--- src/common/oelac_pkg.sv ---
// package for the output enable, lock and alarm control block
// assumes a single 10 MHz clock (pclk) and an apb register slave
package oelac_pkg;

	// ************************************************************
	// clock and timing
	// ************************************************************
	localparam int unsigned CLK_HZ          = 10_000_000;
	localparam int unsigned ACK_LOW_MS      = 50;
	// least time, no rounding (the added term is 0)
	localparam int unsigned ACK_LOW_CYCLES  = (ACK_LOW_MS * (CLK_HZ / 1000) + 0) ;
	localparam int unsigned DEBOUNCE_US     = 1000;
	localparam int unsigned DEBOUNCE_CYCLES = DEBOUNCE_US * (CLK_HZ / 1_000_000);

	// ************************************************************
	// alarm indices
	// ************************************************************
	localparam int unsigned NUM_ALARMS = 5;
	localparam int unsigned AL_OT      = 0;
	localparam int unsigned AL_PF      = 1;
	localparam int unsigned AL_OV      = 2;
	localparam int unsigned AL_OC      = 3;
	localparam int unsigned AL_OP      = 4;
	// alarms that clear themselves once the cause is gone
	localparam logic [4:0]  SELF_CLEAR = 5'h03;

	// ************************************************************
	// register offsets (byte addresses)
	// ************************************************************
	localparam logic [7:0] REG_CTRL    = 8'h00;
	localparam logic [7:0] REG_CMD     = 8'h04;
	localparam logic [7:0] REG_STATUS  = 8'h08;
	localparam logic [7:0] REG_ALARM   = 8'h0C;
	localparam logic [7:0] REG_HIST0   = 8'h10;

	// ctrl fields
	localparam int unsigned CTRL_INVERT = 0;
	localparam int unsigned CTRL_BUZZEN = 1;
	localparam logic [31:0] CTRL_RESET  = 32'h0000_0000;

	// cmd fields (write one to fire)
	localparam int unsigned CMD_ON  = 0;
	localparam int unsigned CMD_OFF = 1;
	localparam int unsigned CMD_ACK = 2;

	// status fields
	localparam int unsigned ST_OUT_ON  = 0;
	localparam int unsigned ST_LOCKED  = 1;
	localparam int unsigned ST_REMOTE  = 2;
	localparam int unsigned ST_PIN     = 3;
	localparam int unsigned ST_ERR     = 4;
	localparam int unsigned ST_PENDING = 5;

	localparam int unsigned HIST_W = 16;

endpackage

--- src/verilog/oelac_filter.sv ---
// two-flop synchroniser with a stable-count debounce filter
// assumes the input is asynchronous and may bounce
`timescale 1ns/1ps
module oelac_filter #(
	parameter int unsigned CYCLES = 10_000,
	parameter logic        RESET_LEVEL = 1'b1
) (
	// clock and reset
	input  wire logic pclk,
	input  wire logic presetn,
	// raw and filtered level
	input  wire logic raw,
	output logic      level
);
	localparam int unsigned CW = $clog2(CYCLES + 1);

	logic          sync1;
	logic          sync2;
	logic [CW-1:0] count;
	wire           differs   = (sync2 != level);
	wire           count_end = (count == CW'(CYCLES - 1));

	always_ff @(posedge pclk or negedge presetn) begin
		if (!presetn) begin
			sync1 <= RESET_LEVEL;
			sync2 <= RESET_LEVEL;
		end else begin
			sync1 <= raw;
			sync2 <= sync1;
		end
	end

	// any bounce restarts the stable count
	always_ff @(posedge pclk or negedge presetn) begin
		if (!presetn) begin
			count <= '0;
			level <= RESET_LEVEL;
		end else if (!differs) begin
			count <= '0;
		end else if (count_end) begin
			count <= '0;
			level <= sync2;
		end else begin
			count <= count + CW'(1);
		end
	end
endmodule

--- src/verilog/oelac_top.sv ---
// output enable, lock and alarm control with apb register slave
// assumes pins arrive raw (filtered here) and alarm causes are synchronous levels
`timescale 1ns/1ps
module oelac_top
	import oelac_pkg::*;
#(
	parameter int unsigned ACK_CYCLES = ACK_LOW_CYCLES,
	parameter int unsigned DEB_CYCLES = DEBOUNCE_CYCLES
) (
	// apb
	input  wire logic        pclk,
	input  wire logic        presetn,
	input  wire logic        psel,
	input  wire logic        penable,
	input  wire logic        pwrite,
	input  wire logic [7:0]  paddr,
	input  wire logic [31:0] pwdata,
	output logic      [31:0] prdata,
	output logic             pready,
	output logic             pslverr,
	// analog interface pins
	input  wire logic        output_standby_pin,
	input  wire logic        remote_select_n,
	output logic             alarm_out1,
	output logic             alarm_out2,
	// front panel and alarm causes
	input  wire logic        button_onoff,
	input  wire logic        button_ack,
	input  wire logic        overtemperature_alarm,
	input  wire logic        supply_failure_alarm,
	input  wire logic        overvoltage_alarm,
	input  wire logic        overcurrent_alarm,
	input  wire logic        overpower_alarm,
	// power stage and indication
	output logic             dc_output_on,
	output logic             buzzer
);
	localparam int unsigned ACW = $clog2(ACK_CYCLES + 1);

	// ************************************************************
	// pin conditioning
	// ************************************************************
	logic pin_level;
	logic remote_level_n;

	oelac_filter #(.CYCLES(DEB_CYCLES), .RESET_LEVEL(1'b1)) u_sb_filt (
		.pclk    (pclk),
		.presetn (presetn),
		.raw     (output_standby_pin),
		.level   (pin_level)
	);

	oelac_filter #(.CYCLES(DEB_CYCLES), .RESET_LEVEL(1'b1)) u_rem_filt (
		.pclk    (pclk),
		.presetn (presetn),
		.raw     (remote_select_n),
		.level   (remote_level_n)
	);

	// ************************************************************
	// registers and state
	// ************************************************************
	logic [31:0]       ctrl;
	logic              out_on;
	logic              pend_on;
	logic              err_flag;
	logic              pin_on_q;
	logic              button_q;
	logic              ack_btn_q;
	logic [4:0]        alarm_lat;
	logic [4:0]        cause_q;
	logic [HIST_W-1:0] hist [NUM_ALARMS];
	logic [ACW-1:0]    low_count;
	logic              low_long;

	// ************************************************************
	// decode
	// ************************************************************
	wire         apb_acc  = psel & penable;
	wire         apb_wr   = apb_acc & pwrite;
	wire         cmd_wr   = apb_wr & (paddr == REG_CMD);
	wire         ctrl_wr  = apb_wr & (paddr == REG_CTRL);
	wire         hist_hit = (paddr >= REG_HIST0) && (paddr < REG_HIST0 + 8'(4 * NUM_ALARMS));
	wire [2:0]   hist_idx = 3'((paddr - REG_HIST0) >> 2);
	wire         map_hit  = (paddr == REG_CTRL) | (paddr == REG_CMD) | (paddr == REG_STATUS)
	                        | (paddr == REG_ALARM) | hist_hit;
	wire         aligned  = (paddr[1:0] == 2'b00);

	wire         pin_on    = pin_level ^ ctrl[CTRL_INVERT];
	wire         remote    = ~remote_level_n;
	wire         press     = button_onoff & ~button_q;
	wire         ack_press = button_ack & ~ack_btn_q;
	wire         req_on    = (cmd_wr & pwdata[CMD_ON]) | (press & ~out_on);
	wire         req_off   = (cmd_wr & pwdata[CMD_OFF]) | (press & out_on);
	wire [4:0]   cause     = {overpower_alarm, overcurrent_alarm, overvoltage_alarm,
	                          supply_failure_alarm, overtemperature_alarm};
	wire         any_alarm = |alarm_lat;
	wire         new_alarm = |(cause & ~cause_q);
	// pulse ends with low phase long enough
	wire         pin_ack   = remote & pin_on & ~pin_on_q & low_long;
	wire         ack       = (cmd_wr & pwdata[CMD_ACK]) | ack_press | pin_ack;
	wire         locked    = ~remote & ~pin_on & ~out_on;

	// ack clears only vanished causes; self-clearing ones
	wire [4:0]   clr_mask  = (~cause & SELF_CLEAR) | (ack ? ~cause : 5'h00);
	wire [4:0]   next_lat  = cause | (alarm_lat & ~clr_mask);

	logic next_on;
	logic next_pend;
	always_comb begin
		next_on   = out_on;
		next_pend = pend_on;
		if (new_alarm || any_alarm) begin
			next_on   = 1'b0;
			next_pend = 1'b0;
		end else if (remote) begin
			next_on   = pin_on;
			next_pend = 1'b0;
		end else if (out_on) begin
			if (!pin_on) begin
				next_on   = 1'b0;
				next_pend = 1'b1;
			end else if (req_off) begin
				next_on = 1'b0;
			end
		end else if (pin_on) begin
			if (pend_on && !pin_on_q) begin
				next_on   = 1'b1;
				next_pend = 1'b0;
			end else if (req_on) begin
				next_on   = 1'b1;
				next_pend = 1'b0;
			end
		end else if (req_on || req_off) begin
			next_pend = 1'b0;
		end
	end

	// ************************************************************
	// output and lock state
	// ************************************************************
	always_ff @(posedge pclk or negedge presetn) begin
		if (!presetn) begin
			out_on    <= 1'b0;
			pend_on   <= 1'b0;
			pin_on_q  <= 1'b1;
			button_q  <= 1'b0;
			ack_btn_q <= 1'b0;
			cause_q   <= 5'h00;
			alarm_lat <= 5'h00;
		end else begin
			out_on    <= next_on;
			pend_on   <= next_pend;
			pin_on_q  <= pin_on;
			button_q  <= button_onoff;
			ack_btn_q <= button_ack;
			cause_q   <= cause;
			alarm_lat <= next_lat;
		end
	end

	// locked refuses; error flag, set wins over clear
	always_ff @(posedge pclk or negedge presetn) begin
		if (!presetn) begin
			err_flag <= 1'b0;
		end else if (locked && req_on) begin
			err_flag <= 1'b1;
		end else if (cmd_wr && pwdata[CMD_ACK]) begin
			err_flag <= 1'b0;
		end
	end

	always_ff @(posedge pclk or negedge presetn) begin
		if (!presetn) begin
			low_count <= '0;
			low_long  <= 1'b0;
		end else if (pin_on) begin
			low_count <= '0;
			low_long  <= 1'b0;
		end else if (low_count == ACW'(ACK_CYCLES - 1)) begin
			low_long <= 1'b1;
		end else begin
			low_count <= low_count + ACW'(1);
		end
	end

	// ************************************************************
	// alarm history
	// ************************************************************
	// counters cleared only by power-on reset
	genvar g;
	generate
		for (g = 0; g < NUM_ALARMS; g++) begin : g_hist
			always_ff @(posedge pclk or negedge presetn) begin
				if (!presetn) begin
					hist[g] <= '0;
				end else if (cause[g] && !cause_q[g] && hist[g] != '1) begin
					hist[g] <= hist[g] + HIST_W'(1);
				end
			end
		end
	endgenerate

	// ************************************************************
	// apb slave and outputs
	// ************************************************************
	wire [31:0] status_word = {26'h000_0000, pend_on, err_flag, pin_level, remote, locked, out_on};
	wire [31:0] hist_word   = hist_hit ? {{(32 - HIST_W){1'b0}}, hist[hist_idx]} : 32'h0000_0000;
	wire [31:0] read_word   = (paddr == REG_CTRL)   ? ctrl :
	                          (paddr == REG_STATUS) ? status_word :
	                          (paddr == REG_ALARM)  ? {22'h00_0000, cause, alarm_lat} :
	                          hist_word;

	always_ff @(posedge pclk or negedge presetn) begin
		if (!presetn) begin
			ctrl <= CTRL_RESET;
		end else if (ctrl_wr && aligned) begin
			ctrl <= {30'h0000_0000, pwdata[1:0]};
		end
	end

	always_ff @(posedge pclk or negedge presetn) begin
		if (!presetn) begin
			prdata     <= 32'h0000_0000;
			dc_output_on <= 1'b0;
			alarm_out1 <= 1'b0;
			alarm_out2 <= 1'b0;
			buzzer     <= 1'b0;
		end else begin
			prdata       <= (psel && !penable && !pwrite) ? read_word : prdata;
			dc_output_on <= next_on;
			alarm_out1   <= next_lat[AL_OT] | next_lat[AL_PF];
			alarm_out2   <= next_lat[AL_OV] | next_lat[AL_OC] | next_lat[AL_OP];
			buzzer       <= (|next_lat) & ctrl[CTRL_BUZZEN];
		end
	end

	assign pready  = 1'b1;
	assign pslverr = apb_acc & ~(map_hit & aligned);
endmodule

--- config.mk ---
export PLATFORM = sky130hd
export DESIGN_NAME = oelac_top
export DESIGN_NICKNAME = d
export VERILOG_FILES = /design/src/common/oelac_pkg.sv /design/src/verilog/oelac_filter.sv /design/src/verilog/oelac_top.sv
export SDC_FILE = /design/constraint.sdc
export NUM_CORES = 1
export LEC_CHECK = 0
export BUFFER_PORTS_ARGS = -buffer_cell sky130_fd_sc_hd__buf_2
export CORE_UTILIZATION = 50
export DETAILED_ROUTE_END_ITERATION = 8
export HOLD_SLACK_MARGIN = 0.1
export PLACE_DENSITY = 0.68
export SLEW_MARGIN = 20
export SYNTH_ARGS = -nofsm -noshare
export SYNTH_HDL_FRONTEND = slang
export SYNTH_SLANG_ARGS = --single-unit
--- constraint.sdc ---
create_clock -name pclk -period 3.75 [get_ports pclk]
set_input_delay 0.75 -clock pclk [delete_from_list [all_inputs] [get_ports pclk]]
set_output_delay 0.75 -clock pclk [all_outputs]
set_load 0.03 [all_outputs]
# After elaboration in Yosys (flattened, before gate mapping)
# Index checks and enable logic that the tools add are counted.
# W data, S select, Z words.
word_totals:
  reg_bits: 187
  inputBits: 54
  out_inout_bits: 38
  wordCells: 174
op_classes:
  n_addsub: 9
  magnitude_cmp: 3
  n_eq_ne: 17
  n_mux: 34
  bitwise: 46
  reduce_logical: 37
ops:
  columns: ["op", "n"]
  rows:
  - ["$mux W16", 6]
  - ["$add A16 B1 Y16 const B", 5]
  - ["$ne A16 B16 Y1 const B", 5]
  - ["$mux W14", 4]
  - ["$bmux W16 S3", 1]
  - ["$mux W19", 2]
  - ["$add A14 B1 Y14 const B", 2]
  - ["$eq A14 B14 Y1 const B", 2]
  - ["$mux W1", 20]
  - ["$add A19 B1 Y19 const B", 1]
  - ["$and A1 B1 Y1", 19]
  - ["$eq A19 B19 Y1 const B", 1]
  - ["$logic_and A1 B1 Y1", 17]
  - ["$eq A8 B4 Y1 const B", 2]
  - ["$not A5 Y5", 3]
  - ["$reduce_or A5 Y1", 3]
  - ["$or A1 B1 Y1", 11]
  - ["$and A5 B5 Y5", 2]
  - ["$ne A5 B5 Y1 const B", 2]
  - ["$eq A8 B3 Y1 const B", 1]
  - ["$ge A8 B5 Y1 const B", 1]
  - ["$logic_not A1 Y1", 8]
  - ["$logic_not A8 Y1", 1]
  - ["$lt A8 B6 Y1 const B", 1]
  - ["16 further kinds", 26]

# Depth between registers and ports, before layout
# Gate-level depths: netlist of run 1.
depth:
  ltp_word: 13
  mapped_depth: 7

# Cells and area by module
# Synthesis of run 1 repeated with hierarchy kept, for this count alone.
unflattened:
  cells_unflattened: 843
  area_unflattened_um2: 8680.8
modules_own_cells:
  columns: ["module", "instances", "cells_per_inst", "area_per_inst_um2"]
  rows:
  - ["oelac_top", 1, 699, 7096.8]
  - ["oelac_filter", 2, 72, 792.0]

# Worst setup path after synthesis of run 1
# Ideal clock, no wire load.
synth_timing:
  kind: "input-to-output"
  start: "in paddr[2]"
  end: "out pslverr"
  arrival_ns: 1.786
  required_ns: 3.000
  path_slack_ns: 1.214
  stages: 5
  n_path_buf: 2
  path_cell_list: "buf_2 > nor3_1 > clkbuf_1 > o21ai_0 > and3_1"
synth_via:
  elab_chain_len: 8
synth_rtl:
  columns: ["element", "line", "text"]
  rows:
  - ["start: declaration", "oelac_top.sv:16", "input wire logic [7:0] paddr,"]
  - ["$eq A8 B3 Y1 / $logic_not A8 Y1 (equally long branches)", "oelac_top.sv:85", "wire map_hit = (paddr == REG_CTRL) | (paddr == REG_CMD) | (paddr == REG_STATUS)"]
  - ["$or A1 B1 Y1 (2 in a row)", "oelac_top.sv:85", null]
  - ["$or A1 B1 Y1", "oelac_top.sv:86", "| (paddr == REG_ALARM) | hist_hit;"]
  - ["$or A1 B1 Y1 (*)", "oelac_top.sv:86", null]
  - ["$and A1 B1 Y1 (*)", "oelac_top.sv:239", "assign pslverr = apb_acc & ~(map_hit & aligned);"]
  - ["$not A1 Y1 (*)", "oelac_top.sv:239", null]
  - ["$and A1 B1 Y1 (*)", "oelac_top.sv:239", null]
  - ["end: declaration", "oelac_top.sv:20", "output logic pslverr,"]
# Mark *: on every way between the ends. The rest lies on a longest branch, timed or not.

# Worst setup path after layout of run 1
layout_timing:
  start: "in paddr[4]"
  end: "out pslverr"
# The elaborated chain is that of the path after synthesis.

==> flow_metrics.py, run 1 <==
metrics = {
    "status": {
        "outcome": "finished clean",
    },
    "placed_design": {
        "dpl_cell_area_um2": 8990,
        "io_buffers": 45,
        "dp.final_hpwl_um": 13600,
        "gp_congestion": 0.870,
    },
    "timing": {
        "post-route-period-util_pct": 69.2,
        "setup_viol": 0,
        "worstMarginPinSlew_ps": 739,
        "fin_tns_setup_ps": 0,
        "finClkSkew_ps": 10.0,
        "drv_slew": 0,
        "period_minus_slack_ps": 2600,
        "slew_headroom_pct": 50.3,
        "hold_violations": 0,
        "rsz0062_at_grt": "no",
        "fmax_mhz": 385,
    },
    "yosys": {
        "synth_ff_type": "dfrtp_1",
        "synth_top_cell_by_area": "dfrtp_1",
        "syn_inst": 832,
        "synthTopCellsByCount": "164 x dfrtp_1, 82 x nor2_1, 65 x nand2_1",
        "postSynthAreaPerCell_um2": 10.3,
        "synth.area.top_cells": "dfrtp_1 48%, xor2_1 5.7%, xnor2_1 4.5%, nor2_1 3.6%, nand2_1 2.8%",
        "ys_seq_area_share_pct": 49.8,
        "synth_top_area_share_pct": 47.7,
        "mappedNetlistArea_um2": 8600,
        "synth.most_common_cell": "dfrtp_1",
        "yosysUniqueCellTypes": 63,
        "async_flop_share_pct": 100,
        "synth_warnings": 0,
        "ys_ff_latch": 171,
        "synth_edf_count": 0,
    },
    "clock_tree": {
        "clkTransAtPathRegs_ps": 60,
        "cts_hold_buf": 0,
        "cts_tree": "built",
        "clockBufferDepth": 2,
        "cts_buffers": 17,
        "cts_setup_buffers": 0,
        "worstSkewPairLatency_ps": 430,
        "clock-root-buffer": "clkbuf_16",
        "htreeDepth": 4,
        "cts_resized": 0,
        "numClockSinks": 171,
    },
    "global_route": {
        "met1_usage_pct": 31.5,
        "grtUsageMet2_pct": 35.1,
        "grt_max_degree": 77,
        "top_usage_layer": "met2",
        "grt.overflow.total": 0,
        "grt_pass1_vias": 6122,
        "antenna_found_initial": 1,
        "met3_usage_pct": 5.44,
        "grtUsageTotal_pct": 22.5,
        "grt_pass1_wl_um": 31200,
    },
    "floorplanning": {
        "io_pins": 92,
        "coreArea_um2": 16700,
        "dieArea_um2": 17700,
        "fp.dieH_um": 133,
        "die_x_um": 133,
        "rows": 47,
        "start_util_pct": 51.5,
    },
    "routing": {
        "post_drt_wl_per_cell_um": 17.0,
        "drt-initial-drc-count": 377,
        "drt_drc_violations_left": 0,
        "finalWirelength_um": 18800,
        "drtPass1Iterations": 4,
        "num_vias": 6311,
        "drtAntennaViolNets": 0,
        "vias_per_cell": 5.70,
    },
    "setup_path": {
        "cp.arrival_ps": 1850,
        "crit_path_start_kind": "input port",
        "critical_path.max_fanout": 26,
        "cp-end-kind": "output port",
        "cp_slowest_stage_delay_ps": 440,
        "critPathSlowestCell": "buf_2",
        "cpMostUsedCell": "buf_2",
        "crit_chain": "buf_2 > nor3_1 > o21ai_0 > and3_1 > buf_2",
        "worstSetupPathType": "in -> out",
        "required_ps": 3000,
    },
    "pwr": {
        "powerDensity_nw_per_um2": 505,
        "vdd_ir_drop_max_v": 0.000354,
        "leakage_nw": 4.27,
    },
    "layout": {
        "fin_area_um2": 9570,
        "nets": 936,
        "syn2layout_area_growth_pct": 11.3,
        "drive_gt1_share_pct": 13.3,
        "post-route-util_pct": 57.3,
    },
    "worst_hold_path": {
        "hp-class": "in -> async",
    },
    "run": {
        "maxCapViolations": 0,
    },
}
## critical path: cells and delay by family
family          cells  cell delay, ps
simple gates        2             280
compound gates      1             170
buf+inv             2             630
## cells by family after synthesis
family / after synthesis / share of synthesized area (%)
buffers and inverters: 59 / 3.45
AOI/OAI and AO/OA: 112 / 9.06
and+or+nand+nor: 345 / 20.8
adders and majority gates: 8 / 1.16
other: 2 / 0.0873
muxes: 35 / 5.42
DFF: 171 / 49.8
xor gates and xnor gates: 100 / 10.2
## where the power goes
| part | total (mW) | switching (mW) | internal [mW] |
|---|---|---|---|
| logic | 0.731 | 0.421 | 0.310 |
| clock network | 1.72 | 0.740 | 0.983 |
| registers | 2.38 | 0.296 | 2.08 |
## sequential cells by signal, summed over array words and instances, names as in the netlist, 2 cells and up
| register | flops |
|---|---|
| alarm_lat | 5 |
| cause_q | 5 |
| ctrl | 2 |
| hist | 80 |
| low_count | 19 |
| prdata | 16 |
| u_rem_filt.count | 14 |
| u_sb_filt.count | 14 |
## cells in the final DEF (no fill, tap or decap), types with 5 or more instances in the layout
cell and count:
xor2_1 56, nand3_1 47, xnor2_1 44, mux2i_1 17
inv_1 14, and3_1 29, nor2_1 82, nand2b_1 8
dfstp_2 7, o21a_1 6, mux4_2 7, a221oi_1 5
o21ai_0 27, o211ai_1 8, clkinv_2 5, a31oi_1 8
conb_1 17, mux2_2 10, nor2b_1 8, a21oi_1 19
or3_1 10, nor3_1 19, nand2_1 65, nor4_1 10
ha_1 8, a22o_1 5, clkbuf_16 17, nand4_1 32
dfrtp_1 164, buf_2 44, buf_4 7, and4_1 16
a22oi_1 5
## per-layer routing
layer,part of all wire (%),vias to the layer above
met5,0,-
li1,-,3043
met3,4.8,16
met1,48,3124
met2,46,128
met4,1.1,0
## path summary, 6_finish.rpt
check	to	startpoint	cells after the start	slack [ps]
setup / recovery	pslverr	paddr[4]	5	1150
hold / removal	ack_btn_q	presetn	1	350
setup reg to reg	buzzer	u_sb_filt.level	7	1650
hold reg to reg	u_rem_filt.sync2	u_rem_filt.sync1	0	360
max in group asynchronous	u_sb_filt.sync2	presetn	2	2560
min in group pclk	u_rem_filt.sync2	u_rem_filt.sync1	0	360
## metrics by stage
stage	cells	hold slack, ps	power (mW)	setup WS (ps)
floorplan	847	345	2.87	1210
global placement	1075	347	3.10	1130
detailed placement	1075	349	3.13	1100
CTS	1107	358	4.86	1150
global route	1107	362	5.06	1080
finish	1108	354	4.83	1150
## cell type report
class                   count  area, um^2
fillers                  1446        7130
diodes                      1        2.50
inverters                  14        52.6
repair buffers             53         304
clock buffers              18         429
clock inverters            14         145
multi-input cells         617        4080
flip-flops and latches    171        4290
well taps                 220         275
(Power assumes the default switching activity.)
==> run 2: changes to the inputs <==
Clock period 3.75 ns to 2.4 ns, I/O delays scaled along.
==> flow_metrics.py, run 2 (same netlist as run 1, synthesis figures left out) <==
metrics = {
    "clock_tree": {
        "htreeDepth": 4,
        "clockBufferDepth": 2,
        "cts_hold_buf": 1,
        "clock-root-buffer": "clkbuf_16",
        "cts_resized": 0,
        "cts_tree": "built",
        "cts_buffers": 17,
        "clkTransAtPathRegs_ps": 70,
        "cts_setup_buffers": 0,
        "numClockSinks": 171,
        "worstSkewPairLatency_ps": 430,
    },
    "setup_path": {
        "cp_slowest_stage_delay_ps": 540,
        "worstSetupPathType": "reg -> reg",
        "rr_worst_depth": 5,
        "required_ps": 2710,
        "reg2reg_slack_ps": 350,
        "crit_chain": "ha_1 > nand4_1 > nor4_1 > nor2_1 > mux2_2",
        "critical_path.max_fanout": 5,
        "cp-end-kind": "flip-flop",
        "reg2reg_from": "hist[32]",
        "crit_path_start_kind": "flip-flop",
        "cp.arrival_ps": 2360,
        "cpLargestDelayFamily": "simple AND/OR/NAND/NOR gates",
        "crit_buf_inv": 0,
        "critPathSlowestCell": "nor4_1",
        "r2r-end": "hist[33]",
    },
    "placed_design": {
        "io_buffers": 45,
        "gp_congestion": 0.861,
        "dp_slack_ps": 205,
        "dp.final_hpwl_um": 13800,
    },
    "floorplanning": {
        "io_pins": 92,
        "die_x_um": 133,
        "rows": 47,
        "start_util_pct": 51.5,
        "fp.dieH_um": 133,
        "dieArea_um2": 17700,
        "coreArea_um2": 16700,
    },
    "pwr": {
        "powerDensity_nw_per_um2": 791,
        "leakage_nw": 4.38,
        "vdd_ir_drop_max_v": 0.000660,
    },
    "layout": {
        "reg_top3": "hist (80), low_count (19), prdata (16)",
        "regArea_um2": 4290,
        "syn2layout_area_growth_pct": 13.4,
        "multi_input_area_um2": 4080,
        "final_cell_mix": "164 x dfrtp_1, 82 x nor2_1, 65 x nand2_1, 56 x xor2_1, 47 x nand3_1",
        "nets": 951,
        "regMostFlops": "hist",
        "drive_gt1_share_pct": 14.6,
        "post-route-util_pct": 58.4,
        "largest_reg_flops": 80,
        "fillers": 1420,
        "mostFrequentLayoutCell": "dfrtp_1",
    },
    "timing": {
        "hold_violations": 0,
        "setup_ws_ps": 351,
        "finClkSkew_ps": 11.1,
        "fmax_mhz": 488,
        "period_minus_slack_ps": 2050,
        "rsz0062_at_grt": "no",
        "worstMarginPinSlew_ps": 651,
        "drv_slew": 0,
        "slew_headroom_pct": 56.2,
        "post-route-period-util_pct": 85.4,
        "setup_viol": 0,
        "fin_tns_setup_ps": 0,
    },
    "global_route": {
        "grt.overflow.total": 0,
        "grt_pass1_vias": 6285,
        "antenna_found_initial": 1,
        "grtUsageTotal_pct": 23.1,
        "grt_pass1_wl_um": 31800,
        "grt_max_degree": 58,
    },
    "worst_hold_path": {
        "whs_path_depth": 1,
        "hp-class": "in -> reg",
        "min-delay-start": "remote_select_n",
        "min_to": "u_rem_filt.sync1",
    },
    "routing": {
        "post_drt_wl_per_cell_um": 17.2,
        "drt_drc_violations_left": 0,
        "drtAntennaViolNets": 0,
        "finalWirelength_um": 19300,
        "num_vias": 6370,
        "drtPass1Iterations": 4,
        "drt-initial-drc-count": 334,
        "vias_per_cell": 5.67,
    },
    "status": {
        "outcome": "finished clean",
    },
    "run": {
        "maxCapViolations": 0,
    },
}
[run 2: changes by cell type in the layout (fill, tap and decap cells not counted), sizes merged]
cell,previous run,this run
inv,17,18
clkbuf,18,19
bufinv,2,3
clkinvlp,3,0
buf,53,67
dlygate4sd3,0,1
[run 2: report_power, final]
part,switching [mW],total [mW],internal (mW)
clock,1.17,2.84,1.68
combinational,0.665,1.17,0.500
sequential,0.455,3.71,3.25
total,2.29,7.71,5.43
[run 2: worst max path at each step]
stage                     startpoint       end  cells past startpoint
after detailed placement    paddr[1]    buzzer                      6
final                       hist[32]  hist[33]                      5
after CTS                   hist[32]  hist[33]                      5
after global routing        hist[32]  hist[33]                      5
after global placement      paddr[1]    buzzer                      6
after floorplan             paddr[2]   pslverr                      5
[run 2: through the flow]
stage / cell area (um^2) / power, mW / hold WS (ps) / std cells
floorplan: 8660 / 4.48 / 184 / 847
global placement: 9140 / 4.86 / 346 / 1089
detailed placement: 9140 / 4.89 / 347 / 1089
CTS: 9750 / 7.76 / 133 / 1122
global route: 9750 / 8.08 / 127 / 1122
finish: 9760 / 7.71 / 149 / 1123
[run 2: layout make-up]
class | instances | share of cell area (%)
well taps | 220 | 2.82
multi-input cells | 617 | 41.8
flip-flops and latches | 171 | 44.0
clock buffers | 19 | 4.54
diodes | 1 | 0.0257
clock inverters | 13 | 1.67
repair buffers | 68 | 4.68
inverters | 14 | 0.539
[run 2: metal layers]
| metal | wire [um] | global-route usage, % | up-vias |
|---|---|---|---|
| li1 | - | - | 3081 |
| met3 | 792 | 4.98 | 28 |
| met2 | 9100 | 36.6 | 126 |
| met4 | 359 | 7.07 | 0 |
| met5 | 0 | 0 | - |
| met1 | 9050 | 32.0 | 3135 |
